==> src/hdl/loop_select_defs.vh <==
// Constants for the loop control selection block.
// Assumes inclusion by bare name from the design file.
`ifndef LOOP_SELECT_DEFS_VH
`define LOOP_SELECT_DEFS_VH
// APB register byte addresses
`define ADDR_CONFIG 12'h000
`define ADDR_STATUS 12'h004
`define ADDR_EVENT 12'h008
`define ADDR_EVENT_CLEAR 12'h00c
`define ADDR_EVENT_ENABLE 12'h010
`define ADDR_DROOP_COUNT 12'h014
// Config field positions
`define CFG_MOTOR_MODE_LSB 0
`define CFG_MOTOR_MODE_MSB 3
`define CFG_LOOP_SYSTEM 4
`define CFG_LOOP_FUNCTION 5
`define CFG_ABS_ENABLE 6
`define CFG_DROOP_CLEAR 7
`define CFG_INPUT_MAPPED 8
`define CFG_ABS_LOAD_ENC 9
`define CFG_POS_MODE 10
`define CFG_WIDTH 11
`define CFG_RESET 11'h000
// Motor type mode values
`define MOTOR_STANDARD 4'h0
`define MOTOR_LINEAR 4'h4
// Control method codes
`define METHOD_SEMI 2'h1
`define METHOD_FULL 2'h2
// Event bits
`define EV_SWITCH 0
`define EV_ALARM 1
`define EV_WIDTH 2
`define EV_RESET 2'h0
`define DROOP_RESET 16'h0000
`define DROOP_MAX 16'hffff
// Parameter-error sub-codes
`define SUB_NONE 4'h0
`define SUB_ABS 4'h1
`define SUB_LINEAR 4'h2
`define SUB_MODE 4'h3
`endif

==> src/hdl/full_loop_control_select.v <==
// Selects semi or fully closed loop control from configuration and requests.
// Assumes an APB master on mclk and request pins from outside the clock domain.
// What this block does
// - Linear motor mode with fully closed loop use raises parameter-error sub-code two.
// - Loop system select 0 means semi closed, 1 fully closed system.
// - Semi closed system: semi control, motor units, absolute allowed, requests ignored.
// - Full system, function 0: dual feedback always, absolute only with absolute encoder.
// - Full system, function 1: request off semi, on dual; no absolute detection.
// - Function select 0 is always full; 1 is switching by requests.
// - Switching mode: full if either request on, semi only if both off.
// - Unmapped local request input counts as permanently off.
// - Function select 1 with absolute enable 1 raises parameter error.
// - Function select honoured only while loop system select is 1.
// - Droop clear select 0 clears droop on each switch; 1 keeps it.
// - Fully closed system allowed only in position and positioning modes.
//
// Decided for this implementation: the APB register port and the placing of the registers.
`include "loop_select_defs.vh"
module full_loop_control_select (
  input wire mclk,
  input wire reset,
  input wire psel,
  input wire penable,
  input wire pwrite,
  input wire [11:0] paddr,
  input wire [31:0] pwdata,
  output reg [31:0] prdata,
  output wire pready,
  output wire pslverr,
  input wire host_full_loop_request,
  input wire input_full_loop_request,
  input wire droop_pulse,
  output reg [1:0] control_method,
  output reg load_side_units,
  output reg absolute_available,
  output reg droop_clear,
  output reg parameter_error_alarm,
  output reg [3:0] parameter_error_sub,
  output wire irq
);

  reg [`CFG_WIDTH-1:0] config_reg;
  wire [`EV_WIDTH-1:0] event_status;
  reg [`EV_WIDTH-1:0] event_enable;
  reg [15:0] droop_count;
  wire host_sync;
  wire input_sync;
  wire droop_sync;
  reg droop_prev;

  // Decoded configuration fields
  wire [3:0] motor_type_mode_field = config_reg[`CFG_MOTOR_MODE_MSB:`CFG_MOTOR_MODE_LSB];
  wire loop_system_select = config_reg[`CFG_LOOP_SYSTEM];
  wire loop_function_select = config_reg[`CFG_LOOP_FUNCTION];
  wire absolute_detect_enable = config_reg[`CFG_ABS_ENABLE];
  wire droop_clear_select = config_reg[`CFG_DROOP_CLEAR];
  wire input_mapped = config_reg[`CFG_INPUT_MAPPED];
  wire absolute_load_encoder = config_reg[`CFG_ABS_LOAD_ENC];
  wire position_mode = config_reg[`CFG_POS_MODE];

  // Read captured in setup, write in access: no wait state is ever inserted
  wire apb_write = psel & penable & pwrite;
  wire apb_read = psel & ~penable & ~pwrite;
  wire apb_access = psel & penable;

  // Zero-wait slave; unmapped addresses answer with an error
  wire sel_config = (paddr == `ADDR_CONFIG);
  wire sel_status = (paddr == `ADDR_STATUS);
  wire sel_event = (paddr == `ADDR_EVENT);
  wire sel_event_clear = (paddr == `ADDR_EVENT_CLEAR);
  wire sel_event_enable = (paddr == `ADDR_EVENT_ENABLE);
  wire sel_droop_count = (paddr == `ADDR_DROOP_COUNT);
  wire addr_mapped = sel_config | sel_status | sel_event | sel_event_clear | sel_event_enable | sel_droop_count;
  assign pready = 1'b1;
  assign pslverr = apb_access & ~addr_mapped;

  // Request and droop pins come from outside; two flops before any logic
  bit_sync #(.IDLE_LEVEL(1'b0)) i_host_sync (
    .mclk(mclk),
    .reset(reset),
    .async_in(host_full_loop_request),
    .sync_out(host_sync)
  );

  bit_sync #(.IDLE_LEVEL(1'b0)) i_input_sync (
    .mclk(mclk),
    .reset(reset),
    .async_in(input_full_loop_request),
    .sync_out(input_sync)
  );

  bit_sync #(.IDLE_LEVEL(1'b0)) i_droop_sync (
    .mclk(mclk),
    .reset(reset),
    .async_in(droop_pulse),
    .sync_out(droop_sync)
  );

  // Previous droop level; idle low, so no false edge after reset
  always @(posedge mclk) begin
    if (reset) begin
      droop_prev <= 1'b0;
    end else begin
      droop_prev <= droop_sync;
    end
  end

  // Combined selection, resolved in one step so no mixed method is ever seen
  localparam SEL_SEMI_SYSTEM = 4'b0001;
  localparam SEL_FULL_ALWAYS = 4'b0010;
  localparam SEL_SWITCHED = 4'b0100;
  localparam SEL_REFUSED = 4'b1000;

  reg [3:0] selection;
  reg [1:0] next_method;
  reg next_load_units;
  reg next_absolute;
  reg next_alarm;
  reg [3:0] next_sub;
  // Requests and the three parameter conflicts
  wire local_request = input_mapped & input_sync;
  wire switch_request = host_sync | local_request;
  wire linear_conflict = loop_system_select & (motor_type_mode_field == `MOTOR_LINEAR);
  wire abs_conflict = loop_system_select & loop_function_select & absolute_detect_enable;
  wire mode_conflict = loop_system_select & ~position_mode;

  // Which row of the selection table applies
  always @* begin
    if (!loop_system_select) begin
      selection = SEL_SEMI_SYSTEM;
    end else if (mode_conflict) begin
      selection = SEL_REFUSED;
    end else if (!loop_function_select) begin
      selection = SEL_FULL_ALWAYS;
    end else begin
      selection = SEL_SWITCHED;
    end
  end

  // Outputs of each row; function select and requests matter only when switched
  always @* begin
    case (selection)
      SEL_SEMI_SYSTEM: begin
        next_method = `METHOD_SEMI;
        next_load_units = 1'b0;
        next_absolute = 1'b1;
      end
      SEL_FULL_ALWAYS: begin
        next_method = `METHOD_FULL;
        next_load_units = 1'b1;
        next_absolute = absolute_load_encoder;
      end
      SEL_SWITCHED: begin
        next_method = switch_request ? `METHOD_FULL : `METHOD_SEMI;
        next_load_units = 1'b1;
        next_absolute = 1'b0;
      end
      SEL_REFUSED: begin
        // Fully closed refused outside position modes; fall back to the semi system
        next_method = `METHOD_SEMI;
        next_load_units = 1'b0;
        next_absolute = 1'b1;
      end
      default: begin
        next_method = `METHOD_SEMI;
        next_load_units = 1'b0;
        next_absolute = 1'b1;
      end
    endcase
  end

  // Alarm sub-code priority: linear conflict, then mode, then absolute
  always @* begin
    next_alarm = 1'b0;
    next_sub = `SUB_NONE;
    if (linear_conflict) begin
      next_alarm = 1'b1;
      next_sub = `SUB_LINEAR;
    end else if (mode_conflict) begin
      next_alarm = 1'b1;
      next_sub = `SUB_MODE;
    end else if (abs_conflict) begin
      next_alarm = 1'b1;
      next_sub = `SUB_ABS;
    end
  end

  // Seen before the register moves, so clear and event align with the new method
  wire method_change = (next_method != control_method);
  wire clear_on_switch = method_change & ~droop_clear_select;

  // Method, units and absolute permission move together in one edge
  always @(posedge mclk) begin
    if (reset) begin
      control_method <= `METHOD_SEMI;
      load_side_units <= 1'b0;
      absolute_available <= 1'b1;
    end else begin
      control_method <= next_method;
      load_side_units <= next_load_units;
      absolute_available <= next_absolute;
    end
  end

  // Alarm is a live level; the latched record is the event bit
  always @(posedge mclk) begin
    if (reset) begin
      parameter_error_alarm <= 1'b0;
      parameter_error_sub <= `SUB_NONE;
    end else begin
      parameter_error_alarm <= next_alarm;
      parameter_error_sub <= next_sub;
    end
  end

  // One-cycle pulse per switch; none when droop is kept across a switch
  always @(posedge mclk) begin
    if (reset) begin
      droop_clear <= 1'b0;
    end else begin
      droop_clear <= clear_on_switch;
    end
  end

  // Accumulated droop pulses; cleared on a switch when clearing is enabled
  // Saturates rather than wraps, so a long run never reads back as a small count
  wire droop_rise = droop_sync & ~droop_prev;
  always @(posedge mclk) begin
    if (reset) begin
      droop_count <= `DROOP_RESET;
    end else if (clear_on_switch) begin
      droop_count <= `DROOP_RESET;
    end else if (droop_rise && droop_count != `DROOP_MAX) begin
      droop_count <= droop_count + 16'h0001;
    end
  end

  // Configuration register
  always @(posedge mclk) begin
    if (reset) begin
      config_reg <= `CFG_RESET;
    end else if (apb_write && sel_config) begin
      config_reg <= pwdata[`CFG_WIDTH-1:0];
    end
  end

  // Enable register, same layout as the status
  always @(posedge mclk) begin
    if (reset) begin
      event_enable <= `EV_RESET;
    end else if (apb_write && sel_event_enable) begin
      event_enable <= pwdata[`EV_WIDTH-1:0];
    end
  end

  // Sticky events; a set in the clearing cycle wins
  wire [`EV_WIDTH-1:0] event_set = {next_alarm & ~parameter_error_alarm, method_change};
  wire [`EV_WIDTH-1:0] event_clr = (apb_write && sel_event_clear) ? pwdata[`EV_WIDTH-1:0] : `EV_RESET;
  genvar ev;
  generate
    for (ev = 0; ev < `EV_WIDTH; ev = ev + 1) begin : g_event
      sticky_flag i_sticky_flag (
        .mclk(mclk),
        .reset(reset),
        .set_in(event_set[ev]),
        .clear_in(event_clr[ev]),
        .flag(event_status[ev])
      );
    end
  endgenerate

  // Level, not pulse: it stays up until software clears the event
  assign irq = |(event_status & event_enable);

  // Read mux; the clear register is write-only and reads as zero
  reg [31:0] next_prdata;
  always @* begin
    case (paddr)
      `ADDR_CONFIG: next_prdata = {21'h0, config_reg};
      `ADDR_STATUS: next_prdata = {24'h0, parameter_error_sub, absolute_available, load_side_units, control_method};
      `ADDR_EVENT: next_prdata = {30'h0, event_status};
      `ADDR_EVENT_ENABLE: next_prdata = {30'h0, event_enable};
      `ADDR_DROOP_COUNT: next_prdata = {16'h0, droop_count};
      default: next_prdata = 32'h0;
    endcase
  end

  // Read data registered in the setup cycle, valid in the access cycle
  always @(posedge mclk) begin
    if (reset) begin
      prdata <= 32'h0;
    end else if (apb_read) begin
      prdata <= next_prdata;
    end
  end

endmodule

// Two-flop synchroniser for a level from outside the mclk domain
// Pulses shorter than one cycle may be lost
module bit_sync #(
  parameter IDLE_LEVEL = 1'b0
) (
  input wire mclk,
  input wire reset,
  input wire async_in,
  output reg sync_out
);

  reg meta;

  // Only sync_out may be read outside; meta can be metastable
  always @(posedge mclk) begin
    if (reset) begin
      meta <= IDLE_LEVEL;
      sync_out <= IDLE_LEVEL;
    end else begin
      meta <= async_in;
      sync_out <= meta;
    end
  end

endmodule

// Sticky status bit: a set in the same cycle as a clear wins
// Clear is a one-cycle strobe from a register write
module sticky_flag (
  input wire mclk,
  input wire reset,
  input wire set_in,
  input wire clear_in,
  output reg flag
);

  always @(posedge mclk) begin
    if (reset) begin
      flag <= 1'b0;
    end else if (set_in) begin
      flag <= 1'b1;
    end else if (clear_in) begin
      flag <= 1'b0;
    end
  end

endmodule

==> config.mk <==
export PLATFORM = sky130hd
export DESIGN_NAME = full_loop_control_select
export DESIGN_NICKNAME = d
export VERILOG_FILES = /design/src/hdl/full_loop_control_select.v
export VERILOG_INCLUDE_DIRS = /design/src /design/src/hdl
export SDC_FILE = /design/constraint.sdc
export NUM_CORES = 1
export LEC_CHECK = 0
export BUFFER_PORTS_ARGS = -buffer_cell sky130_fd_sc_hd__clkbuf_2
export CORE_AREA = 5 5 62 105
export DETAILED_ROUTE_END_ITERATION = 16
export DIE_AREA = 0 0 67 110
export GPL_TIMING_DRIVEN = 0
export PLACE_DENSITY = 0.82
export SLEW_MARGIN = 25
export SYNTH_ARGS = -nofsm -noshare
export SYNTH_HDL_FRONTEND = slang
export SYNTH_SLANG_ARGS = --single-unit
==> constraint.sdc <==
create_clock -name mclk -period 3.4 [get_ports mclk]
set_input_delay 1.02 -clock mclk [delete_from_list [all_inputs] [get_ports mclk]]
set_output_delay 1.02 -clock mclk [all_outputs]
set_load 0.02 [all_outputs]
==> results of run 1 <==
==> power by group through the flow <==
stage | Sequential [mW] | Combinational, mW | Clock [mW]
floorplan | 0.749 | 0.0708 | 0
global placement | 0.750 | 0.103 | 0
detailed placement | 0.750 | 0.105 | 0
CTS | 0.734 | 0.105 | 0.773
global route | 0.734 | 0.116 | 0.806
finish | 0.734 | 0.106 | 0.763
==> synth_stat cells (all sizes together) <==
master,n,area share
and2,2,0.0043
mux2i,8,0.028
xnor2,14,0.043
a32o,1,0.0035
nor4,8,0.043
a21oi,22,0.038
a211oi,3,0.0078
clkbuf,7,0.0091
conb,2,0.0026
mux2,6,0.023
nor2,36,0.047
a21boi,1,0.0026
a2bb2oi,2,0.0061
a22o,9,0.027
a31oi,1,0.0022
buf,24,0.060
o41ai,2,0.0061
o21ai,11,0.020
o31ai,1,0.0026
or2,2,0.0043
nand3b,3,0.0078
a22oi,10,0.026
nor2b,10,0.022
ha,1,0.0043
nor3,8,0.022
nand2,29,0.038
nand3,8,0.017
and3,1,0.0022
nor3b,1,0.0026
nand2b,4,0.0087
and4,1,0.0030
nand4,8,0.022
and4b,1,0.0035
dfxtp,62,0.43
inv,8,0.010
==> area by class of cell <==
type / count / area, sq um / area share
Tap cell: 76 / 95.1 / 0.0267
Multi-Input combinational cell: 233 / 1480 / 0.414
Timing Repair Buffer: 56 / 280 / 0.0787
Inverter: 8 / 30.0 / 0.00844
Buffer: 31 / 200 / 0.0562
Clock buffer: 10 / 128 / 0.0359
Clock inverter: 6 / 110 / 0.0309
Sequential cell: 62 / 1240 / 0.349
==> path summary, 6_finish.rpt <==
path / slack [ps] / endpoint / cells after the start / from
min reg2reg: 440 / prdata[8] / 2 / prdata[8]
max: 290 / pslverr / 6 / paddr[7]
max reg2reg: 1470 / droop_count[1] / 6 / droop_count[0]
min: 440 / prdata[8] / 2 / prdata[8]
==> kinds of logic (layout without fill, tap and decap cells) <==
| group | after synthesis | in the layout | synth area share |
|---|---|---|---|
| muxes | 14 | 14 | 0.0512 |
| AOI/OAI and AO/OA | 63 | 63 | 0.143 |
| other | 2 | 19 | 0.00261 |
| adders and majority gates | 1 | 1 | 0.00434 |
| and+or+nand+nor | 122 | 122 | 0.246 |
| buffers and inverters | 39 | 111 | 0.0799 |
| DFF | 62 | 62 | 0.431 |
| xor gates and xnor gates | 14 | 14 | 0.0425 |
==> stage by stage <==
| stage | util | std cells |
|---|---|---|
| after floorplan | - | 334 |
| after global placement | 0.600 | 466 |
| after detailed placement | 0.600 | 466 |
| after CTS | 0.643 | 482 |
| after global routing | 0.643 | 482 |
| final | 0.643 | 482 |
==> metal layers <==
layer,GRT usage,part of all wire,wire [microns],up-vias
met5,0,0,0,-
met4,0.109,0.034,227,0
met3,0.0487,0.069,464,21
met2,0.368,0.56,3740,96
met1,0.182,0.34,2300,1127
li1,-,-,-,1245
==> critical path: cells and delay by family <==
| kind | cells | cell delay, ps |
|---|---|---|
| buf+inv | 2 | 250 |
| compound gates | 1 | 190 |
| simple gates | 3 | 630 |
==> tab_implementation.tex, run 1 <==
\begin{tabular}{lr}
\hline
Metric & Value \\
\hline
\multicolumn{2}{l}{\textbf{Pwr}} \\
Internal portion of total power & 1.26 mW \\
Power density over the cells & $\sim$450 mW/mm\^{}2 \\
Power share of the sequential group & 0.458 \\
Switching pwr & between 0.3 and 0.4 mW \\
Combinational group share of total power & 0.066 \\
Worst IR drop on VDD & about 370 uV \\
Switching part of the total & 0.215 \\
Clock power share & 0.476 \\
Total leakage power & approximately 1.5 nW \\
Power consumption & between 1.5 and 2 mW \\
\multicolumn{2}{l}{\textbf{Timing}} \\
Fin worst setup slack & between 200 and 300 ps \\
Clock Skews & around 12 ps \\
Slew Limit Fails & 0 \\
Final worst path period need & roughly 3100 ps \\
Actual slew at the worst max-slew pin & roughly 680 ps \\
Final-layout worst hold slack & roughly 440 ps \\
Headroom to the max-slew limit & 0.549 \\
Final period util & 0.914 \\
Final count of hold timing violations & 0 \\
Setup tns final & 0 ps \\
Setup repair after global routing missed its margin & no \\
Setup violators final & 0 \\
Achievable Freq & approximately 320 MHz \\
\multicolumn{2}{l}{\textbf{Global route}} \\
Global Route Usage Sum & 0.194 \\
Global-route wire length before repair & 10900 microns \\
Initial antenna violation count & 0 \\
Via count of the first global-routing pass & 2491 \\
Gr ovfl total & 0 \\
Maximum number of pins on one net before global-route repair & 12 \\
\multicolumn{2}{l}{\textbf{Synth}} \\
Number of warning messages in the yosys log & 0 \\
Synth unique cells & 45 \\
Average cell area after synthesis & 9.09 sq um \\
FF+latch count, synth & 62 \\
Synthesized netlist cell count & 317 \\
Fraction of the yosys area taken by sequential cells & 0.431 \\
Post-Syn Area & $\sim$0.0029 sq mm \\
\multicolumn{2}{l}{\textbf{Layout}} \\
Count of antenna diodes in the layout & 0 \\
Signed area change from the synthesized netlist to the final layout & 23.5\% \\
Fraction of final layout cells with drive strength greater than 1 & 0.281 \\
Commonest non-fill, non-tap cell in the layout & sky130\_fd\_sc\_hd\_\_dfxtp\_1 \\
Summed area of non-filler cells in the final layout & approximately 0.0036 sq mm \\
Fillers & roughly 480 \\
Total number of nets in the final design & 454 \\
Most frequent cells in the layout & sky130\_fd\_sc\_hd\_\_dfxtp\_1 (62), sky130\_fd\_sc\_hd\_\_clkbuf\_2 (56), sky130\_fd\_sc\_hd\_\_nor2\_1 (36) \\
\multicolumn{2}{l}{\textbf{Detailed routing}} \\
DRC violation count after routing & 0 \\
Avg WL per Cell & between 10 and 15 microns \\
Number of antenna-violating nets in the routed design & 0 \\
Vias & roughly 2.5k \\
Number of iterations in the first detailed-routing pass & 5 \\
Iteration-0 DRC count of the detailed router & 109 \\
Number of vias per cell after detailed routing & just over 5 \\
Final wirelength & around 6700 microns \\
\multicolumn{2}{l}{\textbf{Job}} \\
Reported max-cap violation count & 0 \\
\multicolumn{2}{l}{\textbf{Critical path}} \\
Slowest stage delay, CP & roughly 330 ps \\
CP Cell Sequence & clkbuf\_2, nor4\_4, nand3\_2, a21oi\_1, nor2\_1, clkbuf\_2 \\
Data arrival time at the worst-slack endpoint & around 2100 ps \\
Worst endpoint required time & 2380 ps \\
Critical Path Most Common Cell & sky130\_fd\_sc\_hd\_\_clkbuf\_2 \\
Capturing element type of the critical path & output pin \\
Kind of start point of the critical path & input pin \\
CP Class & in -> out \\
Crit-path slowest cell & sky130\_fd\_sc\_hd\_\_nor4\_4 \\
Highest net fanout along the worst path & 7 \\
\multicolumn{2}{l}{\textbf{Clock network}} \\
TritonCTS buffer count & 9 \\
Cts-stage hold buffer count & 0 \\
Total of cells resized after clock tree synthesis & 0 \\
Sinks on Clock Net & 62 \\
Deepest clock path buffer count & 2 \\
Post-CTS clock slew at the launch and capture registers of the worst setup and hold paths & around 60 ps \\
Total number of H-tree levels & 3 \\
Clk Tree Root Cell & sky130\_fd\_sc\_hd\_\_clkbuf\_8 \\
Clock latency at the later pin of the worst-skew pair & between 300 and 400 ps \\
TritonCTS clock tree & yes \\
Number of post-CTS setup repair buffers & 0 \\
\multicolumn{2}{l}{\textbf{Floorplan}} \\
Die width & 67 microns \\
Chip height & between 100 and 150 microns \\
Placeable core region & between 0.005 and 0.006 sq mm \\
Die outline area & around 0.0074 sq mm \\
Initial Utilization & 0.520 \\
Number of rows created at floorplan & 36 \\
Top-level port count & between 90 and 100 \\
\multicolumn{2}{l}{\textbf{Placement}} \\
Worst slack at placement & $\sim$300 ps \\
DP HPWL & between 5000 and 6000 microns \\
Weighted congestion reported at the end of routability-driven placement & $\sim$0.9 \\
Placed cell areas & about 0.0033 sq mm \\
Count of buffers inserted at the top-level ports & between 50 and 60 \\
\multicolumn{2}{l}{\textbf{Outcome}} \\
Result of the run & complete, no violations \\
\multicolumn{2}{l}{\textbf{Min path}} \\
Hold crit path type & reg -> reg \\
\hline
\end{tabular}
Note: power is estimated with default switching activity, not from simulation.
==> run 2, diff against run 1 <==
--- a/config.mk
+++ b/config.mk
@@ -12,6 +12,7 @@
 export DIE_AREA = 0 0 67 110
 export GPL_TIMING_DRIVEN = 0
 export PLACE_DENSITY = 0.82
+export REMOVE_ABC_BUFFERS = 1
 export SLEW_MARGIN = 25
 export SYNTH_ARGS = -nofsm -noshare
 export SYNTH_HDL_FRONTEND = slang
==> constraint.sdc (replaced) <==
create_clock -name mclk -period 3.4 [get_ports mclk]
set_input_delay 0.68 -clock mclk [delete_from_list [all_inputs] [get_ports mclk]]
set_output_delay 0.68 -clock mclk [all_outputs]
set_load 0.02 [all_outputs]
==> run 2 against run 1 <==
Utilization fell by 4.7 points. Combinational power fell by 21%. Critical path depth did not move. Total power fell by 14%. Largest cell class unchanged. Global-route usage rose by 0.50 points. Via count fell by 4.8%.
==> tab_implementation.tex, run 2 (synthesized netlist as in run 1, its figures left out) <==
\begin{tabular}{lr}
\hline
Metric & Value \\
\hline
\multicolumn{2}{l}{\textbf{Layout}} \\
Commonest non-fill, non-tap cell in the layout & sky130\_fd\_sc\_hd\_\_dfxtp\_1 \\
Fraction of final layout cells with drive strength greater than 1 & 0.243 \\
Signed area change from the synthesized netlist to the final layout & 14.4\% \\
Total number of nets in the final design & between 400 and 500 \\
Count of antenna diodes in the layout & 0 \\
Fillers & between 500 and 600 \\
Most frequent cells in the layout & sky130\_fd\_sc\_hd\_\_dfxtp\_1 (62), sky130\_fd\_sc\_hd\_\_clkbuf\_2 (56), sky130\_fd\_sc\_hd\_\_nor2\_1 (36) \\
\multicolumn{2}{l}{\textbf{Floorplan}} \\
Number of rows created at floorplan & 36 \\
Initial Utilization & 0.520 \\
Die width & around 67 microns \\
Placeable core region & approximately 0.0055 sq mm \\
Die outline area & $\sim$0.0074 sq mm \\
Chip height & about 110 microns \\
Top-level port count & 97 \\
\multicolumn{2}{l}{\textbf{Clock network}} \\
Post-CTS clock slew at the launch and capture registers of the worst setup and hold paths & about 70 ps \\
Clk Tree Root Cell & sky130\_fd\_sc\_hd\_\_clkbuf\_8 \\
Sinks on Clock Net & 62 \\
TritonCTS clock tree & yes \\
Deepest clock path buffer count & 2 \\
Total number of H-tree levels & 3 \\
Clock latency at the later pin of the worst-skew pair & 340 ps \\
Cts-stage hold buffer count & 0 \\
Total of cells resized after clock tree synthesis & 0 \\
TritonCTS buffer count & 9 \\
Number of post-CTS setup repair buffers & 0 \\
\multicolumn{2}{l}{\textbf{Timing}} \\
Setup tns final & 0 ps \\
Final count of hold timing violations & 0 \\
Final period util & 0.799 \\
Achievable Freq & between 300 and 400 MHz \\
Clock Skews & roughly 5.4 ps \\
Setup repair after global routing missed its margin & no \\
Headroom to the max-slew limit & 0.467 \\
Final worst path period need & approximately 2700 ps \\
Actual slew at the worst max-slew pin & 797 ps \\
Slew Limit Fails & 0 \\
Setup violators final & 0 \\
\multicolumn{2}{l}{\textbf{Min path}} \\
Hold crit path type & reg -> reg \\
Hold path startpoint & prdata[6] \\
\multicolumn{2}{l}{\textbf{Critical path}} \\
Slowest stage delay, CP & 800 ps \\
Capturing element type of the critical path & flip-flop \\
Critical Path Most Common Cell & sky130\_fd\_sc\_hd\_\_nor2\_1 \\
Worst endpoint required time & between 3000 and 4000 ps \\
Launching point of the worst reg2reg path & droop\_count[0] \\
Kind of start point of the critical path & input pin \\
Sum of buffers and inverters on the critical path & 1 \\
CP Cell Sequence & clkbuf\_2, nor2\_1, nand4\_1, nor2\_1, mux2i\_1, nor2\_1 \\
Top delay family on crit path & simple AND/OR/NAND/NOR gates \\
Crit-path slowest cell & sky130\_fd\_sc\_hd\_\_nor2\_1 \\
Launch point of the worst path & paddr[4] \\
Data arrival time at the worst-slack endpoint & between 2000 and 3000 ps \\
CP Class & in -> reg \\
Highest net fanout along the worst path & 13 \\
\multicolumn{2}{l}{\textbf{Global route}} \\
Via count of the first global-routing pass & $\sim$2.4k \\
Global-route wire length before repair & $\sim$11000 microns \\
Initial antenna violation count & 0 \\
Global Route Usage Sum & 0.199 \\
Gr ovfl total & 0 \\
Maximum number of pins on one net before global-route repair & 39 \\
\multicolumn{2}{l}{\textbf{Pwr}} \\
Power consumption & $\sim$1.4 mW \\
Power density over the cells & between 400 and 500 mW/mm\^{}2 \\
Worst IR drop on VDD & 249 uV \\
Total leakage power & between 1 and 1.5 nW \\
\multicolumn{2}{l}{\textbf{Detailed routing}} \\
Iteration-0 DRC count of the detailed router & slightly above 90 \\
Number of antenna-violating nets in the routed design & 0 \\
Vias & between 2k and 2.5k \\
Final wirelength & 6580 microns \\
Avg WL per Cell & 14.6 microns \\
Number of vias per cell after detailed routing & 5.25 \\
Number of iterations in the first detailed-routing pass & 5 \\
DRC violation count after routing & 0 \\
\multicolumn{2}{l}{\textbf{Outcome}} \\
Result of the run & complete, no violations \\
\multicolumn{2}{l}{\textbf{Job}} \\
Reported max-cap violation count & 0 \\
\multicolumn{2}{l}{\textbf{Placement}} \\
Count of buffers inserted at the top-level ports & between 50 and 60 \\
Weighted congestion reported at the end of routability-driven placement & just under 0.9 \\
DP HPWL & 5010 microns \\
\hline
\end{tabular}
## run 2: cell types whose count changed in the layout (fill, tap and decap cells not counted)
cell	previous run	this run
sky130_fd_sc_hd__clkbuf_8	9	10
sky130_fd_sc_hd__clkbuf_1	8	0
sky130_fd_sc_hd__clkinvlp_4	2	3
sky130_fd_sc_hd__buf_4	19	0
sky130_fd_sc_hd__bufinv_16	3	0
sky130_fd_sc_hd__buf_2	4	0
sky130_fd_sc_hd__clkinv_2	1	3
sky130_fd_sc_hd__buf_6	1	0
## run 2: worst reg2reg max path, cell delays in order (launching register included)
cell	delay [ps]
sky130_fd_sc_hd__dfxtp_1	480
sky130_fd_sc_hd__ha_1	280
sky130_fd_sc_hd__nand3_1	140
sky130_fd_sc_hd__nor3_4	470
sky130_fd_sc_hd__a21boi_1	220
sky130_fd_sc_hd__xnor2_1	210
sky130_fd_sc_hd__nor2_1	60
## run 2: area by class of cell
cell class                      instances  area (sq um)  share of cell area
Multi-Input combinational cell        233          1480               0.447
Sequential cell                        62          1240               0.376
Timing Repair Buffer                   56           280              0.0850
Clock buffer                           10           138              0.0417
Tap cell                               76          95.1              0.0288
Clock inverter                          6          37.5              0.0114
Inverter                                8          30.0             0.00911
## run 2: path summary, 6_finish.rpt
check / to / slack (ps) / cells after the start
max: config_reg[7] / 680 / 6
max reg2reg: droop_count[0] / 1410 / 6
min reg2reg: prdata[6] / 440 / 2
min: prdata[6] / 440 / 2
## run 2: layer usage
| metal | vias to the layer above | track usage | routed length (microns) |
|---|---|---|---|
| met5 | - | 0 | 0 |
| met4 | 0 | 0.141 | 225 |
| met3 | 15 | 0.0335 | 350 |
| met2 | 71 | 0.356 | 3580 |
| met1 | 1108 | 0.204 | 2430 |
| li1 | 1176 | - | - |
## run 2: stage by stage
step           area, sq um  hold slack (ps)  setup WS, ps  std cells   util
6_report              3300              437           685        451  0.595
5_1_grt               3300              458           407        451  0.595
4_1_cts               3300              442           669        451  0.595
3_5_place_dp          3120              427           330        435  0.563
3_3_place_gp          3120              417           345        435  0.563
2_1_floorplan         2750              414          1100        303      -
## run 2: report_power, final
part / leakage, nW / switching [mW] / internal, mW
Sequential: 0.501 / 0.00313 / 0.731
Combinational: 0.706 / 0.0594 / 0.0249
Clock: 0.0841 / 0.287 / 0.279
==> run 3, diff against run 2 <==
--- a/config.mk
+++ b/config.mk
@@ -6,12 +6,13 @@
 export SDC_FILE = /design/constraint.sdc
 export NUM_CORES = 1
 export LEC_CHECK = 0
+export ABC_AREA = 1
 export BUFFER_PORTS_ARGS = -buffer_cell sky130_fd_sc_hd__clkbuf_2
-export CORE_AREA = 5 5 62 105
+export CORE_AREA = 5 5 69 118
 export DETAILED_ROUTE_END_ITERATION = 16
-export DIE_AREA = 0 0 67 110
+export DIE_AREA = 0 0 74 123
 export GPL_TIMING_DRIVEN = 0
-export PLACE_DENSITY = 0.82
+export PLACE_DENSITY = 0.74
 export REMOVE_ABC_BUFFERS = 1
 export SLEW_MARGIN = 25
 export SYNTH_ARGS = -nofsm -noshare
==> constraint.sdc (replaced) <==
create_clock -name mclk -period 2.4 [get_ports mclk]
set_input_delay 0.48 -clock mclk [delete_from_list [all_inputs] [get_ports mclk]]
set_output_delay 0.48 -clock mclk [all_outputs]
set_load 0.02 [all_outputs]
==> run 3 against run 2 <==
The run now ends with DRC left. Register-to-register slack got worse by 840 ps. Setup slack got worse by 440 ps. Sequential cell count unchanged. Global-route usage decreased by 2.6 points. Sequential power increased by 43%. Critical path type is now in -> out. Routed wire length increased by 12%.
==> tab_implementation.tex, run 3 <==
\begin{tabular}{lr}
\hline
Metric & Value \\
\hline
\multicolumn{2}{l}{\textbf{Synth}} \\
Fraction of the yosys area taken by sequential cells & 0.394 \\
Synth unique cells & 32 \\
Count of flip-flops with a built-in enable after synthesis & 0 \\
Number of warning messages in the yosys log & 0 \\
Proportion of register bits with asynchronous set or reset after synthesis & 0 \\
Most frequent cell after synthesis & sky130\_fd\_sc\_hd\_\_nand2\_1 \\
Synth area leaders & sky130\_fd\_sc\_hd\_\_dfxtp\_1 (39\%), sky130\_fd\_sc\_hd\_\_nand2\_1 (12\%), sky130\_fd\_sc\_hd\_\_nand3\_1 (6.8\%) \\
Post-synth top flop & sky130\_fd\_sc\_hd\_\_dfxtp\_1 \\
FF+latch count, synth & between 60 and 70 \\
Post-Syn Area & approximately 0.0031 sq mm \\
Synthesized netlist cell count & 448 \\
Synth top area share & 0.394 \\
Post-synth top area cell & sky130\_fd\_sc\_hd\_\_dfxtp\_1 \\
Top cells by instance count after synthesis & sky130\_fd\_sc\_hd\_\_nand2\_1 (97), sky130\_fd\_sc\_hd\_\_dfxtp\_1 (62), sky130\_fd\_sc\_hd\_\_nor2\_1 (50) \\
Average cell area after synthesis & $\sim$7 sq um \\
\multicolumn{2}{l}{\textbf{Layout}} \\
Summed area of non-filler cells in the final layout & between 0.003 and 0.004 sq mm \\
Fillers & just over 700 \\
Commonest non-fill, non-tap cell in the layout & sky130\_fd\_sc\_hd\_\_nand2\_1 \\
Post-route core utilization & 0.517 \\
Fraction of final layout cells with drive strength greater than 1 & 0.212 \\
Count of antenna diodes in the layout & 0 \\
Total number of nets in the final design & $\sim$550 \\
Footprint of the multi-input gates & between 0.0015 and 0.002 sq mm \\
Register area & $\sim$0.0012 sq mm \\
Signed area change from the synthesized netlist to the final layout & 17.1\% \\
Most frequent cells in the layout & sky130\_fd\_sc\_hd\_\_nand2\_1 (97), sky130\_fd\_sc\_hd\_\_dfxtp\_1 (62), sky130\_fd\_sc\_hd\_\_clkbuf\_2 (56) \\
\multicolumn{2}{l}{\textbf{Floorplan}} \\
Die outline area & $\sim$0.009 sq mm \\
Number of rows created at floorplan & 41 \\
Placeable core region & slightly above 0.007 sq mm \\
Chip height & between 100 and 150 microns \\
Initial Utilization & 0.442 \\
Die width & 74 microns \\
Top-level port count & between 90 and 100 \\
\multicolumn{2}{l}{\textbf{Pwr}} \\
Power share of the sequential group & 0.422 \\
Total leakage power & between 1 and 1.5 nW \\
Switching part of the total & 0.222 \\
Power consumption & between 2 and 2.5 mW \\
Clock power share & 0.518 \\
Combinational group share of total power & 0.060 \\
Worst IR drop on VDD & 394 uV \\
Switching pwr & 0.552 mW \\
Power density over the cells & 675 mW/mm\^{}2 \\
Internal portion of total power & slightly below 2 mW \\
\multicolumn{2}{l}{\textbf{Detailed routing}} \\
Vias & between 2k and 3k \\
Iteration-0 DRC count of the detailed router & around 130 \\
DRC violation count after routing & 1 \\
Number of iterations in the first detailed-routing pass & 10 \\
Final wirelength & about 7400 microns \\
Avg WL per Cell & $\sim$12 microns \\
Number of antenna-violating nets in the routed design & 0 \\
Number of vias per cell after detailed routing & about 5.0 \\
\multicolumn{2}{l}{\textbf{Global route}} \\
Global-route wire length before repair & about 12000 microns \\
Via count of the first global-routing pass & 2848 \\
Gr ovfl total & 0 \\
Initial antenna violation count & 0 \\
Met2 Usage GRT & 0.315 \\
Global Route Usage Sum & 0.173 \\
Global routing usage on met1 & 0.165 \\
Met3 Use GR & 0.0415 \\
Busiest layer in global routing & met2 \\
Maximum number of pins on one net before global-route repair & 25 \\
\multicolumn{2}{l}{\textbf{Timing}} \\
Headroom to the max-slew limit & 0.474 \\
Final period util & 0.899 \\
Setup repair after global routing missed its margin & no \\
Final count of hold timing violations & 0 \\
Setup tns final & 0 ps \\
Setup violators final & 0 \\
Clock Skews & $\sim$4.5 ps \\
Actual slew at the worst max-slew pin & approximately 790 ps \\
Final worst path period need & 2160 ps \\
Fin worst setup slack & between 200 and 250 ps \\
Slew Limit Fails & 0 \\
Achievable Freq & between 400 and 500 MHz \\
\multicolumn{2}{l}{\textbf{Min path}} \\
Hold crit path type & in -> reg \\
Endpoint of the worst hold path & i\_input\_sync.meta \\
Hold path cells & 3 \\
Hold path startpoint & input\_full\_loop\_request \\
\multicolumn{2}{l}{\textbf{Critical path}} \\
Launch point of the worst path & paddr[2] \\
Crit-path slowest cell & sky130\_fd\_sc\_hd\_\_nor2\_2 \\
CP Class & in -> out \\
Capturing element type of the critical path & output pin \\
Worst endpoint required time & about 1900 ps \\
Highest net fanout along the worst path & 11 \\
Kind of start point of the critical path & input pin \\
Critical Path Most Common Cell & sky130\_fd\_sc\_hd\_\_nor2\_1 \\
Launching point of the worst reg2reg path & droop\_count[0] \\
Reg-to-reg endpoint & droop\_count[11] \\
Worst-case register-to-register setup slack & around 570 ps \\
Length in cells of the worst reg-to-reg path & 8 \\
Slowest stage delay, CP & around 360 ps \\
CP Cell Sequence & clkbuf\_2, inv\_1, nand2\_1, nor2\_2, nand2\_1, nor2\_1, nor2\_1, nand3\_1, nor2\_1, clkbuf\_2 \\
Data arrival time at the worst-slack endpoint & about 1700 ps \\
\multicolumn{2}{l}{\textbf{Job}} \\
Reported max-cap violation count & 0 \\
\multicolumn{2}{l}{\textbf{Clock network}} \\
Deepest clock path buffer count & 2 \\
Total of cells resized after clock tree synthesis & 0 \\
TritonCTS clock tree & yes \\
Total number of H-tree levels & 3 \\
Sinks on Clock Net & 62 \\
Cts-stage hold buffer count & 0 \\
Post-CTS clock slew at the launch and capture registers of the worst setup and hold paths & roughly 50 ps \\
Clock latency at the later pin of the worst-skew pair & around 330 ps \\
TritonCTS buffer count & 9 \\
Number of post-CTS setup repair buffers & 0 \\
Clk Tree Root Cell & sky130\_fd\_sc\_hd\_\_clkbuf\_16 \\
\multicolumn{2}{l}{\textbf{Placement}} \\
Worst slack at placement & -175 ps \\
Count of buffers inserted at the top-level ports & 56 \\
Placed cell areas & roughly 0.0034 sq mm \\
DP HPWL & between 5000 and 6000 microns \\
Weighted congestion reported at the end of routability-driven placement & around 0.88 \\
\multicolumn{2}{l}{\textbf{Outcome}} \\
Failing checks & DRC \\
Result of the run & complete, but fails checks \\
\hline
\end{tabular}
run 3: critical path: cells and delay by family:
| kind | cells | cell delay (ps) |
|---|---|---|
| buffers and inverters | 3 | 320 |
| AND/OR/NAND/NOR | 7 | 880 |
run 3: worst max path at each step:
stage               endpoint  slack, ps
2_1_floorplan  config_reg[1]        400
3_3_place_gp   config_reg[1]       -170
3_5_place_dp   config_reg[1]       -180
4_1_cts              pslverr         40
5_1_grt        config_reg[7]         60
6_report             pslverr        240
run 3: layer usage:
layer  wire [microns]  vias to the layer above
met2             4070                       81
li1                 -                     1500
met3              303                       21
met5                0                        -
met1             2710                     1320
met4              265                        0
run 3: cell type report:
cell class	instances	area share
Multi-Input combinational cell	324	0.430
Sequential cell	62	0.337
Timing Repair Buffer	56	0.0760
Clock buffer	12	0.0696
Inverter	46	0.0468
Tap cell	86	0.0292
Clock inverter	4	0.0122
run 3: kinds of logic after synthesis:
| kind of cell | count (synthesis) | synth area share |
|---|---|---|
| AND/OR/NAND/NOR | 217 | 0.312 |
| buffers and inverters | 79 | 0.126 |
| AO/OA/AOI/OAI | 77 | 0.134 |
| flip-flops | 62 | 0.394 |
| XOR/XNOR | 10 | 0.0278 |
| other | 2 | 0.00238 |
| adder cells (fa/ha/maj) | 1 | 0.00397 |
run 3: stage by stage:
| stage | cells | hold slack, ps |
|---|---|---|
| floorplan | 432 | 388 |
| finish | 590 | 335 |
| CTS | 590 | 331 |
| detailed placement | 574 | 394 |
| global route | 590 | 352 |
| global placement | 574 | 399 |
run 3: power groups by stage:
| stage | Clock (mW) | Combinational [mW] | Sequential [mW] |
|---|---|---|---|
| floorplan | 0 | 0.0850 | 1.08 |
| global placement | 0 | 0.145 | 1.07 |
| detailed placement | 0 | 0.149 | 1.07 |
| CTS | 1.31 | 0.149 | 1.05 |
| global route | 1.36 | 0.166 | 1.05 |
| finish | 1.29 | 0.149 | 1.05 |
